[src/inc/ssp_defines.svh]
`ifndef SSP_DEFINES_SVH
`define SSP_DEFINES_SVH
`define SSP_MAX_BITS 16
`define SSP_MIN_BITS 4
`define SSP_WORD_RST 16'h0000
`define SSP_SYNC_IDLE_HIGH 3'h7
`endif

[src/inc/ssp_pkg.sv]
`include "ssp_defines.svh"
package ssp_pkg;
   typedef enum logic {FMT_PULSE, FMT_SPI} frame_fmt_e;
   typedef enum logic [1:0] {ST_IDLE, ST_RUN, ST_GAP} run_state_e;
   typedef struct packed {
      logic enable;
      logic master;
      frame_fmt_e fmt;
      logic clock_polarity_bit;
      logic clock_phase_bit;
      logic [3:0] size_m1;
      logic [7:0] prescale_divisor;
      logic [7:0] rate_factor;
   } port_cfg_s;
   typedef struct packed {
      logic serial_bit_clock;
      logic frame_select;
      logic serial_rx_line;
   } pin_in_s;
   typedef struct packed {
      logic serial_bit_clock;
      logic serial_bit_clock_oe_n;
      logic frame_select;
      logic frame_select_oe_n;
      logic serial_tx_line;
      logic serial_tx_line_oe_n;
   } pin_out_s;
   typedef struct packed {
      run_state_e mode;
      logic [5:0] step;
      logic [6:0] pre_cnt;
      logic [7:0] rate_cnt;
      logic [`SSP_MAX_BITS-1:0] tx_shift;
      logic [`SSP_MAX_BITS-1:0] hold;
      logic [`SSP_MAX_BITS-1:0] rx_shift;
      logic [3:0] idx;
      logic [3:0] bits;
      logic cont;
      logic armed;
      logic [2:0] clk_s;
      logic [2:0] fss_s;
      logic [2:0] rx_s;
      logic clk_f;
      logic fss_f;
      logic rx_f;
      logic tx_pop;
      logic rx_valid;
      logic [`SSP_MAX_BITS-1:0] rx_data;
      logic busy;
      pin_out_s po;
   } port_state_s;
endpackage

[src/rtl/sync_serial_frame_formats.sv]
// Operation
// - pulse format idle: clock and frame select low, transmit line released
// - pulse format: word present gives one-period frame pulse and loads shifter
// - pulse format: msb leaves on rising edge after pulse, word 4 to 16 bits
// - pulse format: both ends sample incoming bits on falling clock edges
// - pulse format: received word pushed at first rising edge after lsb
// - spi format: four wires, low frame select qualifies the transfer
// - spi format: idle clock level equals polarity bit
// - spi format: phase 0 captures on first edge, phase 1 on second
// - spi idle: select high, transmit low, clock driver on only as master
// - spi master start: select low and transmit driver on when word waits
// - mode 0: data half period after select falls, clock half later
// - spi: select returns high one bit period after last capture
// - phase 0: select pulses high between back-to-back words
// - polarity 0 phase 1: data and first rising edge half after select
// - phase 1: select stays low between back-to-back words
// - polarity 1 phase 0: slave drives at select fall, master half later
// - polarity 1 phase 1: data and first falling edge half after select
// - bit clock is system clock over even prescale times rate plus one
// - words go msb first, length 4 to 16 bits
`timescale 1ns/1ps
`default_nettype none
module sync_serial_frame_formats
   import ssp_pkg::*;
#(
   parameter int MAX_BITS = `SSP_MAX_BITS
) (
   input wire logic clk,
   input wire logic nrst,
   input wire port_cfg_s cfg,
   input wire logic tx_valid,
   input wire logic [15:0] tx_data,
   output logic tx_pop,
   output logic rx_valid,
   output logic [15:0] rx_data,
   output logic busy,
   input wire pin_in_s pin_in,
   output var pin_out_s pin_out
);
   if (MAX_BITS < `SSP_MIN_BITS || MAX_BITS > `SSP_MAX_BITS) begin : g_bad_width
      $error("MAX_BITS outside 4..16");
   end

   port_state_s st;
   port_state_s nx;
   logic [1:0] rst_pipe;
   logic rst_n;
   logic [6:0] pre_end;
   logic tick;
   logic spi;
   logic [3:0] last;
   logic [5:0] n2;

   // word length is clamped so a bad size never selects a missing bit
   function automatic logic [3:0] last_idx(input logic [3:0] s);
      logic [3:0] r;
      r = s;
      if (s < 4'(`SSP_MIN_BITS - 1)) r = 4'(`SSP_MIN_BITS - 1);
      if (s > 4'(MAX_BITS - 1)) r = 4'(MAX_BITS - 1);
      return r;
   endfunction

   function automatic logic [15:0] keep_low(input logic [15:0] w, input logic [3:0] l);
      logic [15:0] m;
      m = 16'hFFFF >> (4'hF - l);
      return w & m;
   endfunction

   function automatic logic [15:0] shift_in(input logic [15:0] w, input logic b);
      return {w[14:0], b};
   endfunction

   always_ff @(posedge clk or negedge nrst) begin
      if (!nrst) begin
         rst_pipe <= 2'h0;
      end else begin
         rst_pipe <= {rst_pipe[0], 1'b1};
      end
   end
   assign rst_n = rst_pipe[1];

   // half bit period = prescale/2 * (1 + rate)
   assign pre_end = (cfg.prescale_divisor[7:1] == 7'h00) ? 7'h00 :
                    cfg.prescale_divisor[7:1] - 7'h01;
   assign tick = (st.pre_cnt == pre_end) && (st.rate_cnt == cfg.rate_factor);
   assign spi = (cfg.fmt == FMT_SPI);
   assign last = last_idx(cfg.size_m1);
   assign n2 = {1'b0, last, 1'b0} + 6'h02;

   always_comb begin
      logic [5:0] s;
      logic go;
      logic push;
      logic rise;
      logic fall;
      logic lead;
      logic trail;
      logic ld;
      logic cap;
      logic drv;
      logic [15:0] w;
      logic [3:0] i;
      s = st.step;
      go = 1'b0;
      push = 1'b0;
      w = st.tx_shift;
      i = st.idx;
      nx = st;
      nx.tx_pop = 1'b0;
      nx.rx_valid = 1'b0;
      // second and third stage must agree before a pin change counts
      nx.clk_s = {st.clk_s[1:0], pin_in.serial_bit_clock};
      nx.fss_s = {st.fss_s[1:0], pin_in.frame_select};
      nx.rx_s = {st.rx_s[1:0], pin_in.serial_rx_line};
      if (st.clk_s[1] == st.clk_s[2]) nx.clk_f = st.clk_s[2];
      if (st.fss_s[1] == st.fss_s[2]) nx.fss_f = st.fss_s[2];
      if (st.rx_s[1] == st.rx_s[2]) nx.rx_f = st.rx_s[2];
      rise = nx.clk_f & ~st.clk_f;
      fall = ~nx.clk_f & st.clk_f;
      lead = cfg.clock_polarity_bit ? fall : rise;
      trail = cfg.clock_polarity_bit ? rise : fall;
      ld = 1'b0;
      cap = 1'b0;
      drv = 1'b0;
      if (st.mode == ST_IDLE) begin
         nx.pre_cnt = 7'h00;
         nx.rate_cnt = 8'h00;
      end else if (tick) begin
         nx.pre_cnt = 7'h00;
         nx.rate_cnt = 8'h00;
         s = st.step + 6'h01;
      end else if (st.pre_cnt == pre_end) begin
         nx.pre_cnt = 7'h00;
         nx.rate_cnt = st.rate_cnt + 8'h01;
      end else begin
         nx.pre_cnt = st.pre_cnt + 7'h01;
      end
      if (!cfg.enable || !cfg.master) begin
         nx.mode = ST_IDLE;
      end
      if (!cfg.enable) begin
         nx.cont = 1'b0;
         nx.armed = 1'b0;
         nx.bits = 4'h0;
         nx.po.serial_bit_clock = spi & cfg.clock_polarity_bit;
         nx.po.serial_bit_clock_oe_n = ~cfg.master;
         nx.po.frame_select = spi;
         nx.po.frame_select_oe_n = ~cfg.master;
         nx.po.serial_tx_line = 1'b0;
         nx.po.serial_tx_line_oe_n = 1'b1;
      end else if (cfg.master) begin
         case (st.mode)
            ST_IDLE: begin
               nx.po.serial_bit_clock = spi & cfg.clock_polarity_bit;
               nx.po.serial_bit_clock_oe_n = 1'b0;
               nx.po.frame_select = spi;
               nx.po.frame_select_oe_n = 1'b0;
               nx.po.serial_tx_line = 1'b0;
               nx.po.serial_tx_line_oe_n = 1'b1;
               go = tx_valid;
            end
            ST_GAP: go = tick;
            ST_RUN: begin
               if (tick && !spi) begin
                  push = (s == n2 + 6'h02);
                  if (push && st.cont) begin
                     s = 6'h02;
                     w = st.hold;
                     i = last;
                     nx.tx_shift = st.hold;
                     nx.cont = 1'b0;
                  end
                  nx.po.serial_bit_clock = ~s[0];
                  // filtered value of this cycle: a bit changed one half earlier is seen
                  if (s[0] && s >= 6'h03 && s <= n2 + 6'h01) begin
                     nx.rx_shift = shift_in(st.rx_shift, nx.rx_f);
                  end
                  if (!s[0] && s >= 6'h02 && s <= n2) begin
                     nx.po.serial_tx_line = w[i];
                     nx.po.serial_tx_line_oe_n = 1'b0;
                     nx.idx = i - 4'h1;
                  end
                  if (s == 6'h02) nx.po.frame_select = 1'b0;
                  if (s == n2 && tx_valid) begin
                     nx.po.frame_select = 1'b1;
                     nx.hold = tx_data;
                     nx.tx_pop = 1'b1;
                     nx.cont = 1'b1;
                  end
                  if (push) begin
                     nx.rx_valid = 1'b1;
                     nx.rx_data = keep_low(st.rx_shift, last);
                  end
                  if (s == n2 + 6'h03) begin
                     nx.po.serial_tx_line = 1'b0;
                     nx.po.serial_tx_line_oe_n = 1'b1;
                     nx.mode = ST_IDLE;
                  end
               end else if (tick) begin
                  // odd steps change data, even steps capture
                  if (s[0] && s <= n2 - 6'h01) begin
                     nx.po.serial_tx_line = st.tx_shift[st.idx];
                     nx.idx = st.idx - 4'h1;
                     if (cfg.clock_phase_bit || s >= 6'h03) begin
                        nx.po.serial_bit_clock = ~st.po.serial_bit_clock;
                     end
                  end
                  if (!s[0] && s <= n2) begin
                     nx.rx_shift = shift_in(st.rx_shift, nx.rx_f);
                     nx.po.serial_bit_clock = ~st.po.serial_bit_clock;
                  end
                  if (s == n2) begin
                     nx.rx_valid = 1'b1;
                     nx.rx_data = keep_low(shift_in(st.rx_shift, nx.rx_f), last);
                     if (cfg.clock_phase_bit && tx_valid) begin
                        s = 6'h00;
                        nx.tx_shift = tx_data;
                        nx.idx = last;
                        nx.tx_pop = 1'b1;
                     end
                  end
                  if (s == n2 + 6'h01 && !cfg.clock_phase_bit) begin
                     nx.po.serial_bit_clock = ~st.po.serial_bit_clock;
                  end
                  if (s == n2 + 6'h02) begin
                     nx.po.frame_select = 1'b1;
                     nx.po.serial_tx_line = 1'b0;
                     nx.po.serial_tx_line_oe_n = 1'b1;
                     nx.mode = (!cfg.clock_phase_bit && tx_valid) ? ST_GAP : ST_IDLE;
                  end
               end
            end
            default: nx.mode = ST_IDLE;
         endcase
         nx.step = s;
         if (go) begin
            nx.mode = ST_RUN;
            nx.step = 6'h00;
            nx.tx_shift = tx_data;
            nx.idx = last;
            nx.tx_pop = 1'b1;
            nx.cont = 1'b0;
            nx.po.frame_select = ~spi;
            nx.po.serial_tx_line_oe_n = ~spi;
            nx.po.serial_tx_line = 1'b0;
            if (!spi) nx.po.serial_bit_clock = 1'b1;
         end
      end else begin
         nx.po.serial_bit_clock_oe_n = 1'b1;
         nx.po.frame_select_oe_n = 1'b1;
         // an empty fifo sends zeros when the far master clocks a word
         w = tx_valid ? tx_data : 16'h0000;
         if (spi && nx.fss_f) begin
            nx.po.serial_tx_line = 1'b0;
            nx.po.serial_tx_line_oe_n = 1'b1;
            nx.armed = 1'b0;
            nx.bits = 4'h0;
         end else if (spi) begin
            nx.po.serial_tx_line_oe_n = 1'b0;
            ld = cfg.clock_phase_bit ? (lead & ~st.armed) : st.fss_f;
            cap = (cfg.clock_phase_bit ? trail : lead) & st.armed;
            drv = (cfg.clock_phase_bit ? lead : trail) & st.armed;
         end else if (rise) begin
            if (st.cont) begin
               nx.rx_valid = 1'b1;
               nx.rx_data = keep_low(st.rx_shift, last);
               nx.cont = 1'b0;
            end
            ld = nx.fss_f;
            drv = ~nx.fss_f & st.armed;
            if (!nx.fss_f && !st.armed) nx.po.serial_tx_line_oe_n = 1'b1;
            if (drv) nx.po.serial_tx_line_oe_n = 1'b0;
         end else begin
            cap = fall & st.armed;
         end
         if (ld) begin
            nx.tx_shift = w;
            nx.tx_pop = tx_valid;
            nx.armed = 1'b1;
            nx.bits = 4'h0;
            nx.idx = spi ? last - 4'h1 : last;
            if (spi) nx.po.serial_tx_line = w[last];
         end else if (drv) begin
            nx.po.serial_tx_line = st.tx_shift[st.idx];
            nx.idx = st.idx - 4'h1;
         end
         if (cap) begin
            nx.rx_shift = shift_in(st.rx_shift, st.rx_f);
            nx.bits = st.bits + 4'h1;
            if (st.bits == last) begin
               nx.armed = 1'b0;
               if (spi) begin
                  nx.rx_valid = 1'b1;
                  nx.rx_data = keep_low(shift_in(st.rx_shift, st.rx_f), last);
               end else begin
                  nx.cont = 1'b1;
               end
            end
         end
      end
      nx.busy = cfg.master ? (nx.mode != ST_IDLE) : ~nx.fss_f ^ ~spi;
   end

   always_ff @(posedge clk or negedge rst_n) begin
      if (!rst_n) begin
         st <= '0;
         st.fss_s <= `SSP_SYNC_IDLE_HIGH;
         st.fss_f <= 1'b1;
         st.po.serial_bit_clock_oe_n <= 1'b1;
         st.po.frame_select_oe_n <= 1'b1;
         st.po.serial_tx_line_oe_n <= 1'b1;
      end else begin
         st <= nx;
      end
   end

   assign tx_pop = st.tx_pop;
   assign rx_valid = st.rx_valid;
   assign rx_data = st.rx_data;
   assign busy = st.busy;
   assign pin_out = st.po;

   logic m_ti;
   logic m_spi;
   logic [15:0] gap;
   logic [15:0] half_m1;
   assign m_ti = cfg.enable && cfg.master && !spi;
   assign m_spi = cfg.enable && cfg.master && spi;
   assign half_m1 = 16'(16'(cfg.prescale_divisor[7:1]) * 16'({1'b0, cfg.rate_factor} + 9'h001)
                    - 16'h0001);
   always_ff @(posedge clk or negedge rst_n) begin
      if (!rst_n) begin
         gap <= 16'h0000;
      end else begin
         gap <= (tick || st.mode == ST_IDLE) ? 16'h0000 : gap + 16'h0001;
      end
   end

   property p_ti_idle;
      @(posedge clk) disable iff (!rst_n)
      m_ti && st.mode == ST_IDLE && $past(st.mode) == ST_IDLE && $stable(cfg)
      |-> !pin_out.serial_bit_clock && !pin_out.frame_select && pin_out.serial_tx_line_oe_n;
   endproperty
   a_ti_idle: assert property (p_ti_idle) else $error("pulse idle pins wrong");

   property p_ti_pulse;
      @(posedge clk) disable iff (!rst_n)
      m_ti && $rose(pin_out.frame_select) |-> tx_pop;
   endproperty
   a_ti_pulse: assert property (p_ti_pulse) else $error("frame pulse without load");

   property p_ti_msb;
      @(posedge clk) disable iff (!rst_n)
      m_ti && $fell(pin_out.frame_select) && st.mode == ST_RUN
      |-> !pin_out.serial_tx_line_oe_n && $rose(pin_out.serial_bit_clock);
   endproperty
   a_ti_msb: assert property (p_ti_msb) else $error("msb not on rising edge");

   property p_ti_push;
      @(posedge clk) disable iff (!rst_n)
      m_ti && rx_valid |-> $rose(pin_out.serial_bit_clock);
   endproperty
   a_ti_push: assert property (p_ti_push) else $error("rx push off rising edge");

   property p_spi_idle;
      @(posedge clk) disable iff (!rst_n)
      m_spi && st.mode == ST_IDLE && $past(st.mode) == ST_IDLE && $stable(cfg)
      |-> pin_out.serial_bit_clock == cfg.clock_polarity_bit && pin_out.frame_select
          && !pin_out.serial_tx_line && !pin_out.serial_bit_clock_oe_n;
   endproperty
   a_spi_idle: assert property (p_spi_idle) else $error("spi idle pins wrong");

   property p_spi_start;
      @(posedge clk) disable iff (!rst_n)
      m_spi && $fell(pin_out.frame_select) |-> !pin_out.serial_tx_line_oe_n && tx_pop
         && pin_out.serial_bit_clock == cfg.clock_polarity_bit;
   endproperty
   a_spi_start: assert property (p_spi_start) else $error("bad spi start");

   property p_spi_sep;
      @(posedge clk) disable iff (!rst_n)
      m_spi && !cfg.clock_phase_bit && tx_pop |-> $past(pin_out.frame_select);
   endproperty
   a_spi_sep: assert property (p_spi_sep) else $error("no select pulse between words");

   property p_spi_hold;
      @(posedge clk) disable iff (!rst_n)
      m_spi && cfg.clock_phase_bit && tx_pop && !pin_out.frame_select
      |=> !pin_out.frame_select [*2];
   endproperty
   a_spi_hold: assert property (p_spi_hold) else $error("select rose in burst");

   property p_half;
      @(posedge clk) disable iff (!rst_n)
      tick && st.mode != ST_IDLE && cfg.prescale_divisor >= 8'h02 && $stable(cfg)
      |-> gap == half_m1;
   endproperty
   a_half: assert property (p_half) else $error("half period length wrong");

   property p_slave_sel;
      @(posedge clk) disable iff (!rst_n)
      cfg.enable && !cfg.master && spi && $stable(cfg) && $past(cfg.enable) && st.fss_f
      |-> pin_out.serial_tx_line_oe_n && pin_out.serial_bit_clock_oe_n;
   endproperty
   a_slave_sel: assert property (p_slave_sel) else $error("slave drove while deselected");

   c_ti_word: cover property (@(posedge clk) disable iff (!rst_n) m_ti && rx_valid);
   c_spi_burst: cover property (@(posedge clk) disable iff (!rst_n)
      m_spi && cfg.clock_phase_bit && tx_pop && !pin_out.frame_select);
   c_slave_word: cover property (@(posedge clk) disable iff (!rst_n)
      cfg.enable && !cfg.master && rx_valid);
endmodule // sync_serial_frame_formats
`default_nettype wire

[config.mk]
export PLATFORM = sky130hd
export DESIGN_NAME = sync_serial_frame_formats
export DESIGN_NICKNAME = d
export VERILOG_FILES = /design/src/inc/ssp_pkg.sv /design/src/rtl/sync_serial_frame_formats.sv
export VERILOG_INCLUDE_DIRS = /design/src /design/src/inc
export SDC_FILE = /design/constraint.sdc
export NUM_CORES = 1
export LEC_CHECK = 0
export BUFFER_PORTS_ARGS = -buffer_cell sky130_fd_sc_hd__buf_2
export CAP_MARGIN = 0
export CORE_ASPECT_RATIO = 1.25
export CORE_MARGIN = 8
export CORE_UTILIZATION = 50
export DETAILED_ROUTE_END_ITERATION = 12
export PLACE_DENSITY = 0.74
export SETUP_SLACK_MARGIN = 0.05
export SLEW_MARGIN = 10
export SYNTH_ARGS = -nofsm -noshare
export SYNTH_HDL_FRONTEND = slang
export SYNTH_SLANG_ARGS = --single-unit
[constraint.sdc]
create_clock -name clk -period 3.4 [get_ports clk]
set_input_delay 0.51 -clock clk [delete_from_list [all_inputs] [get_ports clk]]
set_output_delay 0.51 -clock clk [all_outputs]
set_load 0.02 [all_outputs]
# --- Word-level counts from Yosys, hierarchy flattened ---
# Cells that the tools add are included.
# W data, S select, Z words.
word_totals:
  regBits: 120
  in_bits: 47
  out_inout_bits: 25
  word_cells: 341
classes:
  add_sub_neg: 14
  n_lt_le_gt_ge: 12
  eq_ne: 44
  shift: 1
  n_mux: 178
  bitwise: 20
  reduce_logical: 44
ops:
  columns: ["op", "n"]
  rows:
  - ["$mux W16", 18]
  - ["$mux W17", 8]
  - ["$mux W6", 20]
  - ["$mux W18", 6]
  - ["$mux W1", 74]
  - ["$mux W4", 18]
  - ["$mux W20", 3]
  - ["$mux W52", 1]
  - ["$and A16 B16 Y16", 3]
  - ["$eq A6 B6 Y1", 6]
  - ["$mux W8", 4]
  - ["$mux W15", 2]
  - ["$mux W2", 13]
  - ["$le A6 B6 Y1", 4]
  - ["$ne A4 B1 Y1 const B", 5]
  - ["$reduce_and A5 Y1", 4]
  - ["$ge A6 B2 Y1 const B", 3]
  - ["$ne A6 B6 Y1 const B", 3]
  - ["$reduce_and A6 Y1", 3]
  - ["$shr A16 B4 Y16 const A", 1]
  - ["$logic_and A1 B1 Y1", 15]
  - ["$lt A4 B5 Y1 const B", 3]
  - ["$mux W7", 2]
  - ["$ne A7 B7 Y1 const B", 2]
  - ["other kinds (45)", 92]

# --- Longest topological paths before layout ---
logic_depth:
  ltp_word: 23
  depth_mapped: 26
  depth_no_buf: 23

# --- Least setup slack after synthesis ---
# OpenSTA, ideal clock, no wires.
synth_path:
  path_kind: "input to register"
  start: "input cfg[19] (netlist bit)"
  end: "register st[69] (netlist bit)"
  t_arrival_ns: 6.037
  slack_ns: -2.762
  cell_stages: 26
  n_path_buf: 5
  path_cell_list: "clkbuf_1 -> nor2_1 -> or2_2 -> clkbuf_1 -> clkbuf_1 -> ha_1 -> inv_1 -> ha_1 -> inv_1 -> or3_1 -> a211oi_1 -> a31o_2 -> xnor2_1 -> xnor2_1 -> nand2_1 -> nor4_1 -> nor2_1 -> ha_1 -> o21ai_0 -> a221oi_2 -> a21oi_1 -> or3_4 -> or3_1 -> buf_6 -> buf_12 -> mux2_4"
synth_between:
  elab_chain_cells: 15
  elab_cells_between_ends: 16
  cone_classes: "add/sub (2); order compare (2); eq/ne (2); mux (7); reduce/logical (3)"
synth_lines:
  columns: ["element", "line_no", "source"]
  rows:
  - ["from (decl)", "sync_serial_frame_formats.sv:30", "input wire port_cfg_s cfg,"]
  - ["$lt A4 B2 Y1", "sync_serial_frame_formats.sv:58", "if (s < 4'(`SSP_MIN_BITS - 1)) r = 4'(`SSP_MIN_BITS - 1);"]
  - ["$mux W4", "sync_serial_frame_formats.sv:58", null]
  - ["$mux W4 *", "sync_serial_frame_formats.sv:59", "if (s > 4'(MAX_BITS - 1)) r = 4'(MAX_BITS - 1);"]
  - ["$add A5 B2 Y6 *", "sync_serial_frame_formats.sv:88", "assign n2 = {1'b0, last, 1'b0} + 6'h02;"]
  - ["$add A6 B2 Y6", "sync_serial_frame_formats.sv:165", "push = (s == n2 + 6'h02);"]
  - ["$eq A6 B6 Y1", "sync_serial_frame_formats.sv:165", null]
  - ["$logic_and A1 B1 Y1", "sync_serial_frame_formats.sv:166", "if (push && st.cont) begin"]
  - ["$mux W6", "sync_serial_frame_formats.sv:166", null]
  - ["$mux W6", "sync_serial_frame_formats.sv:164", "if (tick && !spi) begin"]
  - ["$mux W6", "sync_serial_frame_formats.sv:152", "case (st.mode)"]
  - ["$mux W6", "sync_serial_frame_formats.sv:151", "end else if (cfg.master) begin"]
  - ["$mux W6", "sync_serial_frame_formats.sv:141", "if (!cfg.enable) begin"]
  - ["$eq A6 B6 Y1 *", "sync_serial_frame_formats.sv:184", "if (s == n2 && tx_valid) begin"]
  - ["$logic_and A1 B1 Y1 *", "sync_serial_frame_formats.sv:184", null]
  - ["$reduce_and A5 Y1 (no line) *", null, null]
  - ["to (signal assigned)", "sync_serial_frame_formats.sv:313", "st <= nx;"]
  - ["to (decl)", "sync_serial_frame_formats.sv:44", "port_state_s st;"]
# Mark *: on every way between the ends. The rest lies on a longest branch, timed or not. The select of a mux whose other input is x is not followed.
# A chain may end at the register's enable or synchronous reset.

# --- Worst setup path after layout ---
layout_path:
  start: "input cfg[11] (netlist bit)"
  end: "register st[52] (netlist bit)"
layout_between:
  elab_chain_cells: 18
  elab_cells_between_ends: 29
  cone_classes: "add/sub (1); order compare (3); eq/ne (5); mux (11); reduce/logical (9)"
layout_lines:
  columns: ["element", "line_no", "source"]
  rows:
  - ["$sub A7 B1 Y7 / $logic_not A7 Y1 (equally long branches)", "sync_serial_frame_formats.sv:84, sync_serial_frame_formats.sv:83", null]
  - ["$mux W7 *", "sync_serial_frame_formats.sv:83", "assign pre_end = (cfg.prescale_divisor[7:1] == 7'h00) ? 7'h00 :"]
  - ["$eq A7 B7 Y1 *", "sync_serial_frame_formats.sv:85", "assign tick = (st.pre_cnt == pre_end) && (st.rate_cnt == cfg.rate_factor);"]
  - ["$logic_and A1 B1 Y1 *", "sync_serial_frame_formats.sv:85", null]
  - ["$mux W6", "sync_serial_frame_formats.sv:128", "end else if (tick) begin"]
  - ["$mux W6", "sync_serial_frame_formats.sv:125", "if (st.mode == ST_IDLE) begin"]
  - ["$eq A6 B6 Y1", "sync_serial_frame_formats.sv:165", null]
  - ["$logic_and A1 B1 Y1", "sync_serial_frame_formats.sv:166", null]
  - ["$mux W6", "sync_serial_frame_formats.sv:166", null]
  - ["$mux W6", "sync_serial_frame_formats.sv:164", null]
  - ["$mux W6", "sync_serial_frame_formats.sv:152", null]
  - ["$mux W6", "sync_serial_frame_formats.sv:151", null]
  - ["$mux W6", "sync_serial_frame_formats.sv:141", null]
  - ["$ge A6 B2 Y1", "sync_serial_frame_formats.sv:175", "if (s[0] && s >= 6'h03 && s <= n2 + 6'h01) begin"]
  - ["$logic_and A1 B1 Y1 (2 in a row)", "sync_serial_frame_formats.sv:175", null]
  - ["$ne A3 B2 Y1 (no line)", null, null]
  - ["$reduce_and A6 Y1 (no line)", null, null]
# Marks and branches as above.

==> results by stage <==
Place:
- Summed over all nets, the half-perimeter wirelength after detailed placement is 24060 um.
- In this run, placement finished with an instance count of 1548.
- The congestion estimate from routability-driven global placement came to 0.9885.
- Once placement finished, the instance area stood at 11560 um2.
- The worst setup slack before clock tree synthesis is -1.828 ns.
- In this run the tool buffered the top-level ports with 70 buffer cells.

STA:
- Dividing the final minimum period by the clock period gives 139.8%.
- The final count of hold timing violations is 0.
- The relative slew slack is 42.15%.
- After layout, the minimum clock period comes to 4.753 ns.
- The actual slew at the worst max-slew pin is 0.8678 ns.
- The worst-case clock skew is 0.006902 ns.
- Static timing analysis puts the maximum clock frequency at 210.4 MHz.
- In the post-route analysis, the smallest setup slack over all paths is -1.353 ns.
- The number of setup violations in the final report is 83.
- The final count of pins violating max slew is 0.
- The final total negative setup slack is -88.83 ns.
- Setup repair after global routing could not meet its margin everywhere.

Floorplanning:
- The die boundary height is 170.6 um.
- The total number of placement rows is 56.
- The number of top-level pins is 72.
- The die footprint is 23820 um2.
- Once the floorplan was initialized, standard cells occupied 50.89% of the core.
- The placeable core region is 18780 um2.
- From left edge to right edge, the die measures 139.7 um.

Global route:
- The via count of the first global-routing pass came to 10510.
- The first global-routing pass estimated 55340 um of wire.
- The sum of overflow across all layers after global routing is 0.
- The largest net degree at the start of global routing is 58.
- The total routing resource utilization after global routing is 29.26%.
- The number of antenna violations at the first check in global routing is 0.

Finish:
- With fillers left out, the area of the finished cells amounts to 13610 um2.
- The layout overhead on the synthesized area is 42.39%.
- The share of final-layout standard cells stronger than drive strength 1 is 40.47%.
- The number of nets in the final layout is 1453.
- The number of filler cells placed in the layout is 1347.
- The count of placed standard cells in the final layout, fillers left out is 1623.
- The number of inserted diodes is 0.

Synthesis:
- In this run, synthesis inferred 0 flip-flops with an integrated enable.
- In this run the mean area of a mapped cell was 8.339 um2.
- The most common cell in the netlist is sky130_fd_sc_hd__nand2_1.
- The share of Yosys cell area claimed by the top area cell type is 29.59%.
- For this run, the leading register cell type out of synthesis is sky130_fd_sc_hd__dfrtp_1.
- The commonest cells after synthesis are 134 x sky130_fd_sc_hd__nand2_1, 113 x sky130_fd_sc_hd__dfrtp_1, 91 x sky130_fd_sc_hd__nor2_1.
- In this run the cell area of the synthesized design comes to 9557 um2.
- The count of cell types in the netlist is 90.
- The total of flip-flops plus latches after synthesis is 120.
- The post-synth net total is 1221.
- After synthesis, flip-flops and latches occupy 31.51% of the total area.
- Synthesis produced a netlist whose cell count is 1146.
- The Yosys step of the flow raised 0 warnings.
- The biggest area consumer among synthesized cells is sky130_fd_sc_hd__dfrtp_1.
- Yosys attributes the largest share of cell area to sky130_fd_sc_hd__dfrtp_1 30%, sky130_fd_sc_hd__nand2_1 5.3%, sky130_fd_sc_hd__o21ai_0 4.6%.
- Counting flops with an async set or reset pin after synthesis yields a share of 100.0%.

Pwr:
- In this run the static leakage power is 6.115 nW.
- The total power is 4.825 mW.
- VDD sags by at most 289.3 uV.
- The total power density per cell area is 354.6 nW/um2.

Status:
- The final reports fail on setup timing.
- The flow ran to the end, but the final reports show violations.

Clocking:
- The clock drives 120 sinks.
- For the worst-skew pair, the clock arrives at the later sink with an insertion delay of 0.43 ns.
- The H-tree generated during clock tree synthesis spans 4 levels.
- Clock tree synthesis selected as its root buffer the cell sky130_fd_sc_hd__clkbuf_16.
- TritonCTS built the clock tree.
- Buffers inserted during clock tree synthesis total 17.
- The clock-pin transition on the worst setup and hold timing paths is 0.06 ns.
- No sink is reached through more buffers than the 2 on the longest clock path.

Worst setup path:
- The critical path data required time is 3.72 ns.
- Of all nets on the critical path, the largest fanout is 8.
- The number of cells on the worst reg-to-reg path is 21.
- The startpoint of the worst register-to-register path is st[97]$_DFFE_PN0P_.
- The arrival time at the worst endpoint is 5.07 ns.
- The worst setup path is captured at a flip-flop.
- The worst reg2reg path endpoint is st[52]$_DFFE_PN0P_.
- The kind of critical path is input port to flip-flop.
- The startpoint class of the critical path is an input port.
- The minimum setup slack among reg-to-reg paths is -1.15 ns.

Route:
- The final wirelength is 36490 um.
- The routed length per placed instance is 22.48 um.
- For this run, design rule violations remaining after detail routing come to 0.
- The routed via count is 10550.
- The initial DRC count is 1119.
- The remaining antenna violation count after routing is 0.
- The iteration count of the initial detailed-routing pass is 6.
- The per-cell via count in the routed design is 6.502.

Job:
- The reported max-cap violation count is 0.

Worst hold path:
- The hold path endpoint is nx[32]$_DFF_PN1_.
- The number of cells on the worst hold path is 1.
- In this run the most critical hold path is launched from pin_in[1].
- The type of the most critical hold path is input port to flip-flop.
==> logic make-up after synthesis <==
| group | synth area share [%] |
|---|---|
| adders and majority gates | 3.980 |
| buffers and inverters | 6.206 |
| xor gates and xnor gates | 5.093 |
| AOI/OAI and AO/OA | 20.58 |
| other | 0.03924 |
| and+or+nand+nor | 21.48 |
| muxes | 11.10 |
| DFF | 31.51 |
==> state kept, by name (all words and copies together), names as in the netlist <==
signal / cells
tx_pop: 1
rst_pipe: 2
nx: 6
rx_data: 16
st: 87
pin_out: 6
rx_valid: 1
busy: 1
==> through the flow <==
stage	utilization [%]	hold slack, ns
after global routing	72.47	0.1680
final	72.47	0.1769
after global placement	61.55	0.2953
after floorplan	-	0.2144
after CTS	69.48	0.1684
after detailed placement	61.55	0.3000
==> worst max-delay path, stage by stage <==
cell and delay (ns):
sky130_fd_sc_hd__buf_6 0.09, sky130_fd_sc_hd__or3_4 0.39, sky130_fd_sc_hd__or4_4 0.43, sky130_fd_sc_hd__and2_4 0.18, sky130_fd_sc_hd__o211a_4 0.24, sky130_fd_sc_hd__nor4_4 0.31
sky130_fd_sc_hd__xnor2_2 0.17, sky130_fd_sc_hd__clkinv_2 0.13, sky130_fd_sc_hd__ha_4 0.23, sky130_fd_sc_hd__nand2b_4 0.16, sky130_fd_sc_hd__nor4_4 0.17, sky130_fd_sc_hd__nor2_1 0.10
sky130_fd_sc_hd__ha_1 0.33, sky130_fd_sc_hd__o21ai_2 0.06, sky130_fd_sc_hd__a221oi_2 0.20, sky130_fd_sc_hd__a21oi_2 0.12, sky130_fd_sc_hd__buf_4 0.15, sky130_fd_sc_hd__o31ai_4 0.18
sky130_fd_sc_hd__o21ai_2 0.10, sky130_fd_sc_hd__a31oi_4 0.29, sky130_fd_sc_hd__clkbuf_16 0.22, sky130_fd_sc_hd__mux2_4 0.30
==> area by class of cell <==
cell class / instances / area [um2] / area share (%)
clock inverters: 12 / 142.6 / 1.048
repair buffers: 306 / 2499 / 18.36
flip-flops and latches: 120 / 3015 / 22.16
well taps: 232 / 290.3 / 2.133
multi-input cells: 898 / 7077 / 52.00
clock buffers: 20 / 446.7 / 3.282
inverters: 35 / 137.6 / 1.011
==> power breakdown <==
part           internal (mW)  leakage (nW)  switching, mW
Clock                   1.11         0.274          0.753
Combinational          0.598          4.27          0.683
Sequential              1.51          1.57          0.171
==> how the worst max path moves through the flow <==
stage	start	to	slack [ns]	depth (start not counted)
final	cfg[11]	st[52]$_DFFE_PN0P_	-1.35	22
after global routing	cfg[9]	st[61]$_DFFE_PN0P_	-1.51	24
after floorplan	cfg[11]	st[69]$_DFFE_PN0P_	-1.77	20
after detailed placement	cfg[10]	pin_out[1]$_DFFE_PN0P_	-1.83	21
after CTS	cfg[10]	pin_out[3]$_DFFE_PN0P_	-1.23	24
after global placement	cfg[11]	pin_out[1]$_DFFE_PN0P_	-1.70	20
==> cell usage in the layout, fill, tap and decap left out, types with 19 or more instances in the layout <==
cell | Yosys | routed
sky130_fd_sc_hd__a21oi_1 | 74 | 42
sky130_fd_sc_hd__a21oi_2 | 0 | 28
sky130_fd_sc_hd__a22oi_1 | 21 | 21
sky130_fd_sc_hd__a31oi_1 | 21 | 19
sky130_fd_sc_hd__buf_2 | 2 | 67
sky130_fd_sc_hd__buf_4 | 23 | 192
sky130_fd_sc_hd__buf_6 | 1 | 27
sky130_fd_sc_hd__dfrtp_1 | 113 | 112
sky130_fd_sc_hd__inv_1 | 31 | 26
sky130_fd_sc_hd__mux2_4 | 11 | 29
sky130_fd_sc_hd__mux2i_1 | 40 | 38
sky130_fd_sc_hd__nand2_1 | 134 | 121
sky130_fd_sc_hd__nand3_1 | 47 | 45
sky130_fd_sc_hd__nand4_1 | 19 | 19
sky130_fd_sc_hd__nor2_1 | 91 | 68
sky130_fd_sc_hd__nor2_4 | 0 | 19
sky130_fd_sc_hd__nor3_1 | 31 | 24
sky130_fd_sc_hd__o21ai_0 | 87 | 57
sky130_fd_sc_hd__o21ai_1 | 2 | 19
sky130_fd_sc_hd__xnor2_1 | 39 | 34
==> per-layer routing <==
metal	vias to the layer above	routed length (um)	global-route usage, %
met5	-	0	0
met1	5102	13730	33.49
met4	0	2080	18.78
li1	4637	-	-
met2	636	17860	49.85
met3	177	2815	5.605
==> repair_timing <==
| action | in CTS | in global routing |
|---|---|---|
| cloned | 6 | 1 |
| hold buffers | 1 | 0 |
| resized for setup | 149 | 106 |
| endpoints found under the setup margin | 83 | 83 |
| hold endpoints to repair | 2 | 0 |
| pin swaps | 47 | 70 |
| buffers inserted | 22 | 18 |
(Power assumes the default switching activity.)
